### config.mk
export PLATFORM = sky130hd
export DESIGN_NAME = wrs_top
export DESIGN_NICKNAME = d
export VERILOG_FILES = /design/src/verilog/wrs_pkg.sv /design/src/verilog/wrs_sync.sv /design/src/verilog/wrs_top.sv
export SDC_FILE = /design/constraint.sdc
export NUM_CORES = 1
export LEC_CHECK = 0
export BUFFER_PORTS_ARGS = -buffer_cell sky130_fd_sc_hd__buf_2
export CAP_MARGIN = 40
export CORE_ASPECT_RATIO = 0.7
export CORE_UTILIZATION = 50
export DETAILED_ROUTE_END_ITERATION = 10
export PLACE_DENSITY = 0.67
export SYNTH_ARGS = -nofsm -noshare
export SYNTH_HDL_FRONTEND = slang
export SYNTH_SLANG_ARGS = --single-unit
### constraint.sdc
create_clock -name sys_clk -period 2.98 [get_ports sys_clk]
set_input_delay 0.596 -clock sys_clk [delete_from_list [all_inputs] [get_ports sys_clk]]
set_output_delay 0.596 -clock sys_clk [all_outputs]
set_load 0.01 [all_outputs]
### src/verilog/wrs_pkg.sv
// Purpose: shared constants for the watchdog and reset supervisor
// Assumes: sys_clk runs at 20 MHz
// Notes: long cycle counts are defaults for top-level parameters
package wrs_pkg;
	////////////////////////////////////////////////////////////////////////////
	// clock rate
	localparam int unsigned CLK_HZ = 20_000_000;
	localparam int unsigned CLK_PER_MS = CLK_HZ / 1000;
	////////////////////////////////////////////////////////////////////////////
	// times in their own units
	localparam int unsigned WATCHDOG_PERIOD_MS = 1600;
	localparam int unsigned RESET_PULSE_INTERVAL_MS = 200;
	localparam int unsigned SERVICE_PULSE_MIN_WIDTH_NS = 50;
	////////////////////////////////////////////////////////////////////////////
	// derived cycle counts (min width rounds up, never below one)
	localparam int unsigned WATCHDOG_PERIOD_CYC = WATCHDOG_PERIOD_MS * CLK_PER_MS;
	localparam int unsigned RESET_PULSE_INTERVAL_CYC = RESET_PULSE_INTERVAL_MS * CLK_PER_MS;
	localparam int unsigned SVC_RAW_CYC = (SERVICE_PULSE_MIN_WIDTH_NS * (CLK_HZ / 1_000_000)
		+ 999) / 1000;
	localparam int unsigned SERVICE_PULSE_MIN_CYC = (SVC_RAW_CYC < 1) ? 1 : SVC_RAW_CYC;
	////////////////////////////////////////////////////////////////////////////
	// counter widths and reset values
	localparam int unsigned WD_CNT_W = 25;
	localparam int unsigned RST_CNT_W = 22;
	localparam logic RESET_N_INIT = 1'b0;
	localparam logic PF_FLAG_INIT = 1'b0;
	localparam int unsigned SYNC_W = 4;
endpackage : wrs_pkg

### src/verilog/wrs_sync.sv
// Purpose: two-flop synchroniser for analogue comparator results
// Assumes: inputs are asynchronous levels
// Notes: the first stage feeds only the second stage
module wrs_sync #(
	parameter int unsigned W = wrs_pkg::SYNC_W
) (
	input wire logic sys_clk, // system clock
	input wire logic nrst, // async reset, active low
	input wire logic [W-1:0] async_in, // raw levels
	output logic [W-1:0] sync_out // synchronised levels
);
	import wrs_pkg::*;
	typedef struct packed {
		logic [W-1:0] s1;
		logic [W-1:0] s2;
	} wrs_sync_st_t;
	wrs_sync_st_t st_q;
	wrs_sync_st_t st_d;
	////////////////////////////////////////////////////////////////////////////
	// shift each level through two stages
	always_comb begin
		st_d = st_q;
		st_d.s1 = async_in;
		st_d.s2 = st_q.s1;
	end
	always_ff @(posedge sys_clk or negedge nrst) begin
		if (!nrst) begin
			st_q <= '0;
		end else begin
			st_q <= st_d;
		end
	end
	assign sync_out = st_q.s2;
endmodule // wrs_sync

### src/verilog/wrs_top.sv
// Purpose: reset pulse generator, watchdog timer and power-fail flag
// Assumes: comparator and float-detect results arrive as raw levels
// Notes: all timing comes from sys_clk, standing in for the internal oscillator
//
// Behaviour
// - steady service input for the watchdog period expires and starts a reset
// - floating service input disables the watchdog; the timer does not count
// - watchdog timer clears on reset, on floating input, and on every edge
// - each watchdog expiry holds the active-low reset for one pulse interval
// - supply low holds reset, then one more pulse interval after it clears
// - active-high reset is always the exact inverse of active-low reset
// - outside backup mode, power-fail flag low while sense is below reference, high otherwise
// - supply low during a running pulse restarts the full interval
// - service pulses of minimum width count as edges; processor keeps that width
// - backup mode disables the power-fail path and forces the flag low
module wrs_top
#(
	parameter int unsigned WD_CYCLES = wrs_pkg::WATCHDOG_PERIOD_CYC,
	parameter int unsigned RST_CYCLES = wrs_pkg::RESET_PULSE_INTERVAL_CYC,
	parameter int unsigned WD_W = wrs_pkg::WD_CNT_W,
	parameter int unsigned RST_W = wrs_pkg::RST_CNT_W
) (
	input wire logic sys_clk, // oscillator clock
	input wire logic nrst, // async reset, active low
	input wire logic watchdog_service_input, // service level from processor
	input wire logic wdi_floating, // float detector, high when undriven
	input wire logic supply_low, // supply below reset threshold
	input wire logic pf_sense_below, // comparator: sense below reference
	input wire logic backup_mode_active, // battery connected to backed supply
	output logic reset_n_out, // active-low processor reset
	output logic reset_out, // active-high processor reset
	output logic power_fail_flag_output // low on power fail
);
	import wrs_pkg::*;
	////////////////////////////////////////////////////////////////////////////
	// state
	// one packed state; every output comes straight from one of its fields
	typedef struct packed {
		logic rst_n;
		logic rst_hi;
		logic [RST_W-1:0] rst_cnt;
		logic [WD_W-1:0] wd_cnt;
		logic wdi_prev;
		logic pf_flag;
	} wrs_st_t;
	wrs_st_t st_q;
	wrs_st_t st_d;
	logic [SYNC_W-1:0] raw_v;
	logic [SYNC_W-1:0] syn_v;
	logic float_s;
	logic low_s;
	logic below_s;
	logic backup_s;
	logic svc_edge;
	logic wd_expire;
	logic rst_done;
	////////////////////////////////////////////////////////////////////////////
	// synchronise analogue results before use
	// the service pin stays out of this path: a one-cycle pulse must still be seen
	assign raw_v = {backup_mode_active, pf_sense_below, supply_low, wdi_floating};
	wrs_sync #(
		.W(SYNC_W)
	) u_sync (
		.sys_clk(sys_clk),
		.nrst(nrst),
		.async_in(raw_v),
		.sync_out(syn_v)
	);
	assign float_s = syn_v[0];
	assign low_s = syn_v[1];
	assign below_s = syn_v[2];
	assign backup_s = syn_v[3];
	////////////////////////////////////////////////////////////////////////////
	// event terms; a one-cycle pulse of either level is seen as an edge
	assign svc_edge = (watchdog_service_input != st_q.wdi_prev);
	assign wd_expire = st_q.rst_n && !float_s && !svc_edge
		&& (st_q.wd_cnt == WD_W'(WD_CYCLES - 1));
	assign rst_done = (st_q.rst_cnt == RST_W'(RST_CYCLES - 1));
	////////////////////////////////////////////////////////////////////////////
	// next state
	always_comb begin
		st_d = st_q;
		st_d.wdi_prev = watchdog_service_input;
		// reset pulse generator
		// supply low wins over an expiry; either one restarts the interval from zero
		if (low_s) begin
			st_d.rst_n = 1'b0;
			st_d.rst_cnt = '0;
		end else if (wd_expire) begin
			st_d.rst_n = 1'b0;
			st_d.rst_cnt = '0;
		end else if (!st_q.rst_n) begin
			if (rst_done) begin
				st_d.rst_n = 1'b1;
				st_d.rst_cnt = '0;
			end else begin
				st_d.rst_cnt = st_q.rst_cnt + RST_W'(1);
			end
		end
		st_d.rst_hi = !st_d.rst_n;
		// watchdog timer
		// held clear while reset is low, so a fresh period starts at release
		if (!st_q.rst_n || float_s || svc_edge || wd_expire) begin
			st_d.wd_cnt = '0;
		end else begin
			st_d.wd_cnt = st_q.wd_cnt + WD_W'(1);
		end
		// power-fail flag
		// backup mode shuts the comparator path, so the flag reads as a failure
		if (backup_s) begin
			st_d.pf_flag = 1'b0;
		end else begin
			st_d.pf_flag = !below_s;
		end
	end
	////////////////////////////////////////////////////////////////////////////
	// state register
	// reset loads constants only; reset is asserted and the flag low until release
	always_ff @(posedge sys_clk or negedge nrst) begin
		if (!nrst) begin
			st_q.rst_n <= RESET_N_INIT;
			st_q.rst_hi <= !RESET_N_INIT;
			st_q.rst_cnt <= '0;
			st_q.wd_cnt <= '0;
			st_q.wdi_prev <= 1'b0;
			st_q.pf_flag <= PF_FLAG_INIT;
		end else begin
			st_q <= st_d;
		end
	end
	assign reset_n_out = st_q.rst_n;
	assign reset_out = st_q.rst_hi;
	assign power_fail_flag_output = st_q.pf_flag;
endmodule // wrs_top

==> flow_summary_export.csv, run 1 <==
group,metric,value,unit
clocking,ctsRootBufferMaster,"clkbuf_8",
critical_path,worstReg2RegStart,"st_q[20]$_DFF_PN0_",
timing,drv_slew,0,
die,io_pins,10,
yosys,synth_edf_count,0,
global_routing,grt_pass1_vias,2097,
die,fp-row-count,22,
critical_path,r2r_setup_slack,0.42,ns
timing,worst_pin_slew,0.741,ns
detailed_routing,ant_nets,0,
cells_and_area,layout.cells.non_filler,372,
timing,setup_viol,0,
cells_and_area,area_growth,13.7,%
yosys,netlist_instances,277,
timing,max_slew_margin,50.6,%
cells_and_area,fillerInstances,454,
placement,gp_congestion,0.764,
timing,period_share,86.1,%
cells_and_area,final-seq-area,1480,µm²
yosys,ys_seq_area_share,53.1,%
clocking,post_cts_buffers,0,
critical_path,arrival,2.82,ns
clocking,cts_resized,0,
yosys,synth-async-reset-ratio,100,%
timing,hold_ws,0.321,ns
detailed_routing,first_iter_violations,144,
detailed_routing,drt-total-wl,5.54,mm
die,dieWidth,91.2,µm
clocking,hold_buffers,0,
flow_run,max_cap_viol_count,0,
global_routing,grt_overflow,0,
power_and_ir_drop,p_leak,1.19,nW
detailed_routing,wl_per_cell,14.9,µm
clocking,htree_levels,3,
placement,port_buffers,9,
clocking,cts_buffer_depth,2,
global_routing,grt_pass1_wl,9.80,mm
worst_hold_path,min-delay-path-class,"input pin to asynchronous set/reset pin",
power_and_ir_drop,vdd_drop_max,0.248,mV
yosys,synthesis.area,2790,µm²
global_routing,grtUsageTotal,22.2,%
placement,hpwl,3.66,mm
yosys,yosys.cell_types.count,38,
cells_and_area,multi_input_area,1240,µm²
die,core,5310,µm²
detailed_routing,drc,0,
placement,place_inst,356,
yosys,synth_seq_cells,59,
timing,tns,0,ns
timing,hold_viol,0,
detailed_routing,detail_route.vias_per_cell,5.74,
critical_path,path_delay_family,"simple AND/OR/NAND/NOR gates",
timing,max_freq,0.390,GHz
placement,place_area,2940,µm²
critical_path,endpoint,"st_q[37]$_DFFE_PN0P_",
die,fp.dieArea,5880,µm²
clocking,cts_tree,"built",
critical_path,crit_slowest_cell,"or4_4",
clocking,clk_latency,0.34,ns
critical_path,path_buf_inv,1,
timing,grt_setup_unrepaired,"false",
clocking,cts-buffers-inserted,9,
global_routing,grt_max_degree,43,
power_and_ir_drop,power.density,530,nW/µm²
critical_path,cp.depth,6,
clocking,clock-sinks,59,
die,initial_utilization,52.4,%
critical_path,r2r_end,"st_q[37]$_DFFE_PN0P_",
timing,clock_skew,0.00626,ns
clocking,cts.clk_slew.worst_paths,0.07,ns
cells_and_area,n_antenna_cell,0,
critical_path,rr_worst_depth,6,
critical_path,crit_chain,"or4_4 > nor4_4 > a311oi_4 > buf_4 > or4_1 > a21oi_1",
cells_and_area,design_area,3170,µm²
critical_path,critPathMaxFanout,42,
critical_path,worstSetupPathType,"flip-flop to flip-flop",
timing,fin_crit,2.56,ns
global_routing,antenna_found_initial,0,
critical_path,crit_path_start,"st_q[20]$_DFF_PN0_",
critical_path,worst_setup_path_end_kind,"flip-flop",
yosys,yosysWarnings,0,
status,status,"completed",
cells_and_area,layout.nets,304,
critical_path,worst_ep_required_time,3.24,ns
die,die_h,64.4,µm
critical_path,startpoint_type,"flip-flop",
yosys,synthFlopType,"dfrtp_1",
yosys,synth.net_count,286,
cells_and_area,drive_above_1_share,12.3,%
detailed_routing,dr.pass1.iters,4,
detailed_routing,vias,2136,
yosys,syn_avg_cell_area,10.1,µm²
critical_path,slowest_delay,0.56,ns
[per-stage QoR]
stage,utilization (%),power (W),setup slack (ns)
finish,59.6,0.00168,0.415
global route,59.6,0.00174,0.279
CTS,59.6,0.00170,0.439
detailed placement,55.3,0.000874,0.460
global placement,55.3,0.000872,0.535
floorplan,-,0.000844,0.702
[flip-flops by register name, summed over array words and instances (netlist names)]
| name | cells |
|---|---|
| u_sync.st_d | 4 |
| st_q | 48 |
| u_sync.sync_out | 4 |
| reset_n_out | 1 |
| reset_out | 1 |
| power_fail_flag_output | 1 |
[synth_stat cells, drive strengths merged (10+ instances only)]
| master | n | share of area (%) |
|---|---|---|
| a21oi | 20 | 3.6 |
| dfrtp | 58 | 52 |
| inv | 11 | 1.5 |
| nand2 | 14 | 1.9 |
| nand3 | 17 | 3.1 |
| nor2 | 33 | 4.4 |
| o21ai | 10 | 1.8 |
| o31ai | 11 | 3.0 |
| or3 | 10 | 2.2 |
| or4 | 13 | 3.6 |
| xnor2 | 17 | 5.3 |
[cell families after synthesis]
| logic type | after synthesis | share of synthesized area (%) |
|---|---|---|
| buffers and inverters | 19 | 2.83 |
| flip-flops | 59 | 53.1 |
| adder cells (fa/ha/maj) | 2 | 0.898 |
| AND/OR/NAND/NOR | 126 | 25.4 |
| AO/OA/AOI/OAI | 47 | 10.2 |
| XOR/XNOR | 23 | 7.23 |
| multiplexers | 1 | 0.359 |
[metal layers]
layer,track usage (%),part of all wire [%]
met1,31.4,51
met2,31.8,42
met3,6.22,5.2
met4,10.1,1.8
met5,0,0
[worst min-delay path by stage]
| stage | end | slack (ns) |
|---|---|---|
| 2_1_floorplan | power_fail_flag_output$_DFF_PN0_ | 0.30 |
| 3_3_place_gp | u_sync.sync_out[1]$_DFF_PN0_ | 0.33 |
| 3_5_place_dp | u_sync.sync_out[3]$_DFF_PN0_ | 0.34 |
| 4_1_cts | st_q[6]$_DFF_PN0_ | 0.34 |
| 5_1_grt | u_sync.st_d[3]$_DFF_PN0_ | 0.34 |
| 6_report | st_q[2]$_DFF_PN0_ | 0.32 |
[cell type report]
cell class / count / area share (%)
Multi-Input combinational cell: 199 / 39.2
Tap cell: 72 / 2.84
Sequential cell: 59 / 46.7
Clock buffer: 12 / 4.90
Timing Repair Buffer: 15 / 2.84
Clock inverter: 4 / 2.29
Inverter: 11 / 1.30
[power by group]
part / switching (W) / leakage, nW / internal, W
Combinational: 0.0000273 / 0.285 / 0.0000109
Sequential: 0.00000703 / 0.797 / 0.000811
Clock: 0.000306 / 0.113 / 0.000515
Total: 0.000340 / 1.19 / 0.00134
[placed cells by master (no fill, tap or decap), types with 7 or more instances in the layout]
| cell | instances |
|---|---|
| nand4_1 | 9 |
| or4_1 | 12 |
| clkbuf_8 | 11 |
| a21oi_1 | 20 |
| dfrtp_1 | 58 |
| nor2_1 | 33 |
| o31ai_1 | 11 |
| xnor2_1 | 17 |
| o21ai_0 | 9 |
| buf_2 | 9 |
| or3_1 | 10 |
| inv_1 | 11 |
| nand3_1 | 17 |
| nand2_1 | 14 |
| nor3_1 | 7 |
(Power assumes the default switching activity.)
==> inputs of run 2 (changes only) <==
--- a/config.mk
+++ b/config.mk
@@ -5,12 +5,11 @@
 export SDC_FILE = /design/constraint.sdc
 export NUM_CORES = 1
 export LEC_CHECK = 0
-export BUFFER_PORTS_ARGS = -buffer_cell sky130_fd_sc_hd__buf_2
 export CAP_MARGIN = 40
 export CORE_ASPECT_RATIO = 0.7
 export CORE_UTILIZATION = 50
 export DETAILED_ROUTE_END_ITERATION = 10
-export PLACE_DENSITY = 0.67
+export DONT_BUFFER_PORTS = 1
 export SYNTH_ARGS = -nofsm -noshare
 export SYNTH_HDL_FRONTEND = slang
 export SYNTH_SLANG_ARGS = --single-unit
==> run 2 against run 1 <==
Compared with the run above: critical path depth increased by 1; via count decreased by 5.4%; first-iteration DRC count shrank 40%; clock power shrank 13%; maximum frequency decreased by 2.1%; wire length fell by 2.2%; cell count down 2.4%; power decreased by 6.6%; clock skew about the same; utilization shrank 0.97 points; global-route usage fell by 0.57 points; worst hold slack worse by 0.22 ns; highest routed layer unchanged.
==> flow_summary_export.csv, run 2 (same netlist as run 1, synthesis figures left out) <==
group,metric,value,unit
power_and_ir_drop,vdd_drop_max,0.295,mV
critical_path,crit_chain,"or4_4 > nor4_4 > a311oi_4 > buf_8 > buf_4 > or3_1 > a21oi_1",
critical_path,arrival,2.88,ns
detailed_routing,drt-total-wl,5.41,mm
critical_path,critPathMaxFanout,19,
cells_and_area,design_area,3120,µm²
cells_and_area,layout_commonest_cell,"dfrtp_1",
critical_path,worstReg2RegStart,"st_q[18]$_DFF_PN0_",
worst_hold_path,min-delay-path-class,"input pin to asynchronous set/reset pin",
clocking,cts.clk_slew.worst_paths,0.06,ns
die,dieWidth,91.2,µm
die,core,5310,µm²
critical_path,path_delay_family,"simple AND/OR/NAND/NOR gates",
die,io_pins,10,
cells_and_area,layout_common_cells,"dfrtp_1 (58), nor2_1 (33), a21oi_1 (20)",
die,initial_utilization,52.4,%
placement,gp_congestion,0.751,
timing,tns,0,ns
cells_and_area,layout.cells.non_filler,363,
timing,worst_pin_slew,0.718,ns
critical_path,startpoint_type,"flip-flop",
cells_and_area,layout.nets,295,
cells_and_area,n_antenna_cell,0,
timing,max_freq,0.382,GHz
flow_run,max_cap_viol_count,0,
critical_path,crit_path_start,"st_q[18]$_DFF_PN0_",
cells_and_area,area_growth,11.9,%
global_routing,grt_max_degree,59,
timing,setup_viol,0,
timing,fin_crit,2.62,ns
timing,grt_setup_unrepaired,"false",
placement,port_buffers,0,
cells_and_area,final_util,58.6,%
die,die_h,64.4,µm
cells_and_area,regMostFlops,"st_q",
global_routing,grtUsageTotal,21.6,%
placement,place_area,2890,µm²
detailed_routing,detail_route.vias_per_cell,5.57,
power_and_ir_drop,p_leak,1.15,nW
timing,drv_slew,0,
placement,place_inst,346,
clocking,ctsRootBufferMaster,"clkbuf_8",
detailed_routing,wl_per_cell,14.9,µm
cells_and_area,largest_reg_flops,48,
global_routing,antenna_found_initial,0,
timing,period_share,87.9,%
timing,clock_skew,0.00611,ns
detailed_routing,drc,0,
critical_path,worst_setup_path_end_kind,"flip-flop",
status,status,"completed",
clocking,htree_levels,3,
die,fp.dieArea,5880,µm²
timing,max_slew_margin,52.1,%
critical_path,slowest_delay,0.54,ns
global_routing,grt_pass1_vias,2005,
detailed_routing,vias,2021,
global_routing,grt_overflow,0,
die,fp-row-count,22,
critical_path,crit_slowest_cell,"or4_4",
detailed_routing,first_iter_violations,87,
clocking,clk_latency,0.34,ns
detailed_routing,dr.pass1.iters,4,
placement,hpwl,3.53,mm
timing,hold_viol,0,
detailed_routing,ant_nets,0,
power_and_ir_drop,power.density,503,nW/µm²
clocking,cts-buffers-inserted,9,
global_routing,grt_pass1_wl,9.69,mm
cells_and_area,drive_above_1_share,9.62,%
critical_path,worstSetupPathType,"flip-flop to flip-flop",
clocking,cts_resized,0,
clocking,cts_buffer_depth,2,
clocking,cts_tree,"built",
clocking,clock-sinks,59,
critical_path,worst_ep_required_time,3.24,ns
critical_path,path_buf_inv,2,
run 2: cell count changes in the layout (fill, tap and decap cells not counted), sizes merged:
cell,previous run,this run
buf,15,6
clkinv,1,3
bufinv,2,1
clkbuf,12,11
run 2: layout make-up:
class | count | area (µm²)
fill | 454 | 2200
sequential | 59 | 1480
multi-input combinational | 199 | 1240
clock buffer | 11 | 141
tap | 72 | 90.1
timing repair buffer | 6 | 72.6
clock inverter | 5 | 52.6
inverter | 11 | 41.3
run 2: layer usage:
layer  up-vias  global-route usage, %  wire length, µm
li1       1022                      -                -
met1       961                   31.3             2940
met2        29                   30.0             2160
met3         9                   7.16              228
met4         0                   8.33               85
met5         -                      0                0
run 2: worst paths after layout:
kind	endpoint	slack, ns	cells after the start
hold reg to reg	u_sync.sync_out[3]$_DFF_PN0_	0.35	0
setup / recovery	st_q[30]$_DFFE_PN0P_	0.36	7
setup reg to reg	st_q[30]$_DFFE_PN0P_	0.36	7
min in group sys_clk	u_sync.st_d[0]$_DFF_PN0_	0.28	0
hold / removal	reset_out$_DFF_PN1_	0.1	0
max in group asynchronous	st_q[31]$_DFFE_PN0P_	2.60	1
run 2: repair_timing:
action                     4_1_cts  5_1_grt
setup endpoints to repair        0        0
hold endpoints to repair        58        0
buffers inserted                 0        0
hold buffers                     1        0
run 2: where the power goes:
part | switching (W) | leakage [nW] | internal [W] | total (W)
sequential | 0.00000818 | 0.797 | 0.000811 | 0.000820
combinational | 0.0000245 | 0.257 | 0.00000989 | 0.0000344
clock | 0.000308 | 0.0991 | 0.000404 | 0.000712
run 2: stage by stage:
stage	hold slack [ns]	worst slack [ns]	power, W
final	0.0981	0.360	0.00157
after global placement	0.301	0.453	0.000850
after floorplan	0.300	0.702	0.000844
after global routing	0.0784	0.204	0.00163
after detailed placement	0.302	0.350	0.000850
after CTS	0.0851	0.329	0.00159
==> inputs of run 3 (changes only) <==
--- a/config.mk
+++ b/config.mk
@@ -7,6 +7,7 @@
 export LEC_CHECK = 0
 export CAP_MARGIN = 40
 export CORE_ASPECT_RATIO = 0.7
+export CORE_MARGIN = 3
 export CORE_UTILIZATION = 50
 export DETAILED_ROUTE_END_ITERATION = 10
 export DONT_BUFFER_PORTS = 1
==> constraint.sdc (replaced) <==
create_clock -name sys_clk -period 2.5 [get_ports sys_clk]
set_input_delay 0.5 -clock sys_clk [delete_from_list [all_inputs] [get_ports sys_clk]]
set_output_delay 0.5 -clock sys_clk [all_outputs]
set_load 0.01 [all_outputs]
==> run 3 against run 2 <==
Compared with the run above: sequential cell count did not move; via count rose by 6.7%; clock power rose by 27%; combinational power rose by 19%; critical path type unchanged; wire length rose by 6.2%; maximum frequency rose by 7.7%; worst hold slack got worse by 0.073 ns; sequential power rose by 19%; cell count rose by 6.1%; die area rose by 11%.
==> flow_summary_export.csv, run 3 (same netlist as run 1, synthesis figures left out) <==
group,metric,value,unit
status,status,"completed",
die,io_pins,10,
detailed_routing,vias,2156,
cells_and_area,drive_above_1_share,17.9,%
die,fp-row-count,22,
detailed_routing,detail_route.vias_per_cell,5.60,
cells_and_area,layout.nets,317,
timing,clock_skew,0.00617,ns
placement,hpwl,3.76,mm
detailed_routing,ant_nets,0,
power_and_ir_drop,clockPowerShare,47.1,%
worst_hold_path,min-delay-path-class,"input pin to asynchronous set/reset pin",
critical_path,worstSetupPathType,"flip-flop to flip-flop",
power_and_ir_drop,p_comb_share,2.1,%
critical_path,crit_chain,"or4b_4 > nor4_4 > a311oi_4 > buf_8 > or4_1 > a21oi_1",
power_and_ir_drop,netSwitchingFraction,22.2,%
placement,port_buffers,0,
timing,setup_viol,0,
die,dieWidth,95.2,µm
cells_and_area,layout_commonest_cell,"dfrtp_1",
cells_and_area,largest_reg_flops,48,
critical_path,worst_ep_required_time,2.76,ns
detailed_routing,drc,0,
timing,max_freq,0.411,GHz
global_routing,grt_max_degree,60,
timing,hold_viol,0,
timing,period_share,97.3,%
critical_path,startpoint_type,"flip-flop",
detailed_routing,drt-total-wl,5.75,mm
global_routing,grt_pass1_vias,2007,
detailed_routing,dr.pass1.iters,4,
die,fp.dieArea,6520,µm²
placement,place_area,3030,µm²
cells_and_area,area_growth,19.9,%
global_routing,grt_overflow,0,
critical_path,worst_setup_path_end_kind,"flip-flop",
power_and_ir_drop,power.density,575,nW/µm²
clocking,cts-buffers-inserted,9,
placement,gp_congestion,0.761,
cells_and_area,n_antenna_cell,0,
timing,worst_pin_slew,0.359,ns
power_and_ir_drop,pwr-share-seq,50.8,%
clocking,clock-sinks,59,
timing,tns,0,ns
detailed_routing,wl_per_cell,14.9,µm
power_and_ir_drop,vdd_drop_max,0.394,mV
timing,fin_crit,2.43,ns
die,core,5310,µm²
critical_path,critPathMaxFanout,13,
die,die_h,68.4,µm
power_and_ir_drop,p_leak,1.28,nW
clocking,cts_buffer_depth,2,
clocking,clk_latency,0.33,ns
cells_and_area,layout_common_cells,"dfrtp_1 (58), nor2_1 (33), buf_4 (25)",
timing,max_slew_margin,75.9,%
clocking,ctsRootBufferMaster,"clkbuf_8",
timing,drv_slew,0,
global_routing,grtUsageTotal,20.3,%
placement,place_ws,0.0446,ns
clocking,cts.clk_slew.worst_paths,0.07,ns
critical_path,path_delay_family,"simple AND/OR/NAND/NOR gates",
clocking,htree_levels,3,
cells_and_area,design_area,3340,µm²
detailed_routing,first_iter_violations,125,
flow_run,max_cap_viol_count,0,
global_routing,grt_pass1_wl,10.0,mm
critical_path,crit_slowest_cell,"or4b_4",
critical_path,slowest_delay,0.56,ns
critical_path,arrival,2.69,ns
cells_and_area,regMostFlops,"st_q",
critical_path,path_buf_inv,1,
clocking,cts_tree,"built",
die,initial_utilization,52.4,%
power_and_ir_drop,p_int,0.00149,W
power_and_ir_drop,netSwitchingPower,0.000427,W
global_routing,antenna_found_initial,0,
timing,setup_ws,0.0677,ns
==> run 3: changes by cell type in the layout (fill, tap and decap cells not counted), moves of 2 or more <==
cell and change:
clkinv_2 -3, a21oi_2 +2, buf_4 +21, a21oi_1 -2
clkinvlp_4 +2
==> run 3: through the flow <==
stage	util (%)	total power (W)	hold WS, ns	cells
global route	62.9	0.00201	0.0255	385
detailed placement	57.0	0.00101	0.206	364
global placement	56.7	0.00101	0.206	363
finish	62.9	0.00192	0.0250	385
CTS	61.5	0.00194	0.0282	381
floorplan	-	0.00101	0.204	277
==> run 3: area by class of cell <==
cell class	instances	area (µm²)
Tap cell	72	90.1
Clock inverter	5	61.3
Fill cell	435	1970
Timing Repair Buffer	28	255
Multi-Input combinational cell	199	1260
Sequential cell	59	1480
Inverter	11	41.3
Clock buffer	11	151
==> run 3: timing repair <==
item | 4_1_cts | 5_1_grt
gates resized for setup | 0 | 5
hold buffers | 1 | 0
buffers inserted | 0 | 3
hold endpoints to repair | 59 | 0
endpoints found under the setup margin | 0 | 11
==> run 3: path summary, 6_finish.rpt <==
check / end / start / cells after the start / slack [ns]
max: st_q[38]$_DFFE_PN0P_ / st_q[19]$_DFF_PN0_ / 6 / 0.07
min: st_q[47]$_DFFE_PN0P_ / nrst / 1 / 0.02
max reg2reg: st_q[38]$_DFFE_PN0P_ / st_q[19]$_DFF_PN0_ / 6 / 0.07
min reg2reg: u_sync.sync_out[0]$_DFF_PN0_ / u_sync.st_d[0]$_DFF_PN0_ / 0 / 0.35
max in group asynchronous: reset_out$_DFF_PN1_ / nrst / 1 / 2.20
min in group sys_clk: u_sync.st_d[1]$_DFF_PN0_ / supply_low / 0 / 0.19
==> run 3: worst reg2reg max path, stage by stage (launching register included) <==
cell and delay [ns]:
dfrtp_1 0.38, or4b_4 0.56, nor4_4 0.40, a311oi_4 0.18, buf_8 0.18, or4_1 0.51
a21oi_1 0.16
==> run 3: power by group through the flow <==
stage	combinational, W	clock (W)	sequential [W]
after detailed placement	0.0000190	0	0.000994
after floorplan	0.0000146	0	0.000991
after global routing	0.0000495	0.000979	0.000978
after CTS	0.0000428	0.000926	0.000976
final	0.0000409	0.000904	0.000976
after global placement	0.0000187	0	0.000994
==> run 3: routing by layer <==
| metal | part of all wire, % | vias up | global-route usage, % |
|---|---|---|---|
| li1 | - | 1070 | - |
| met1 | 53 | 1026 | 30.8 |
| met2 | 40 | 55 | 26.2 |
| met3 | 6.6 | 5 | 7.58 |
| met4 | 0.77 | 0 | 5.94 |
| met5 | 0 | - | 0 |
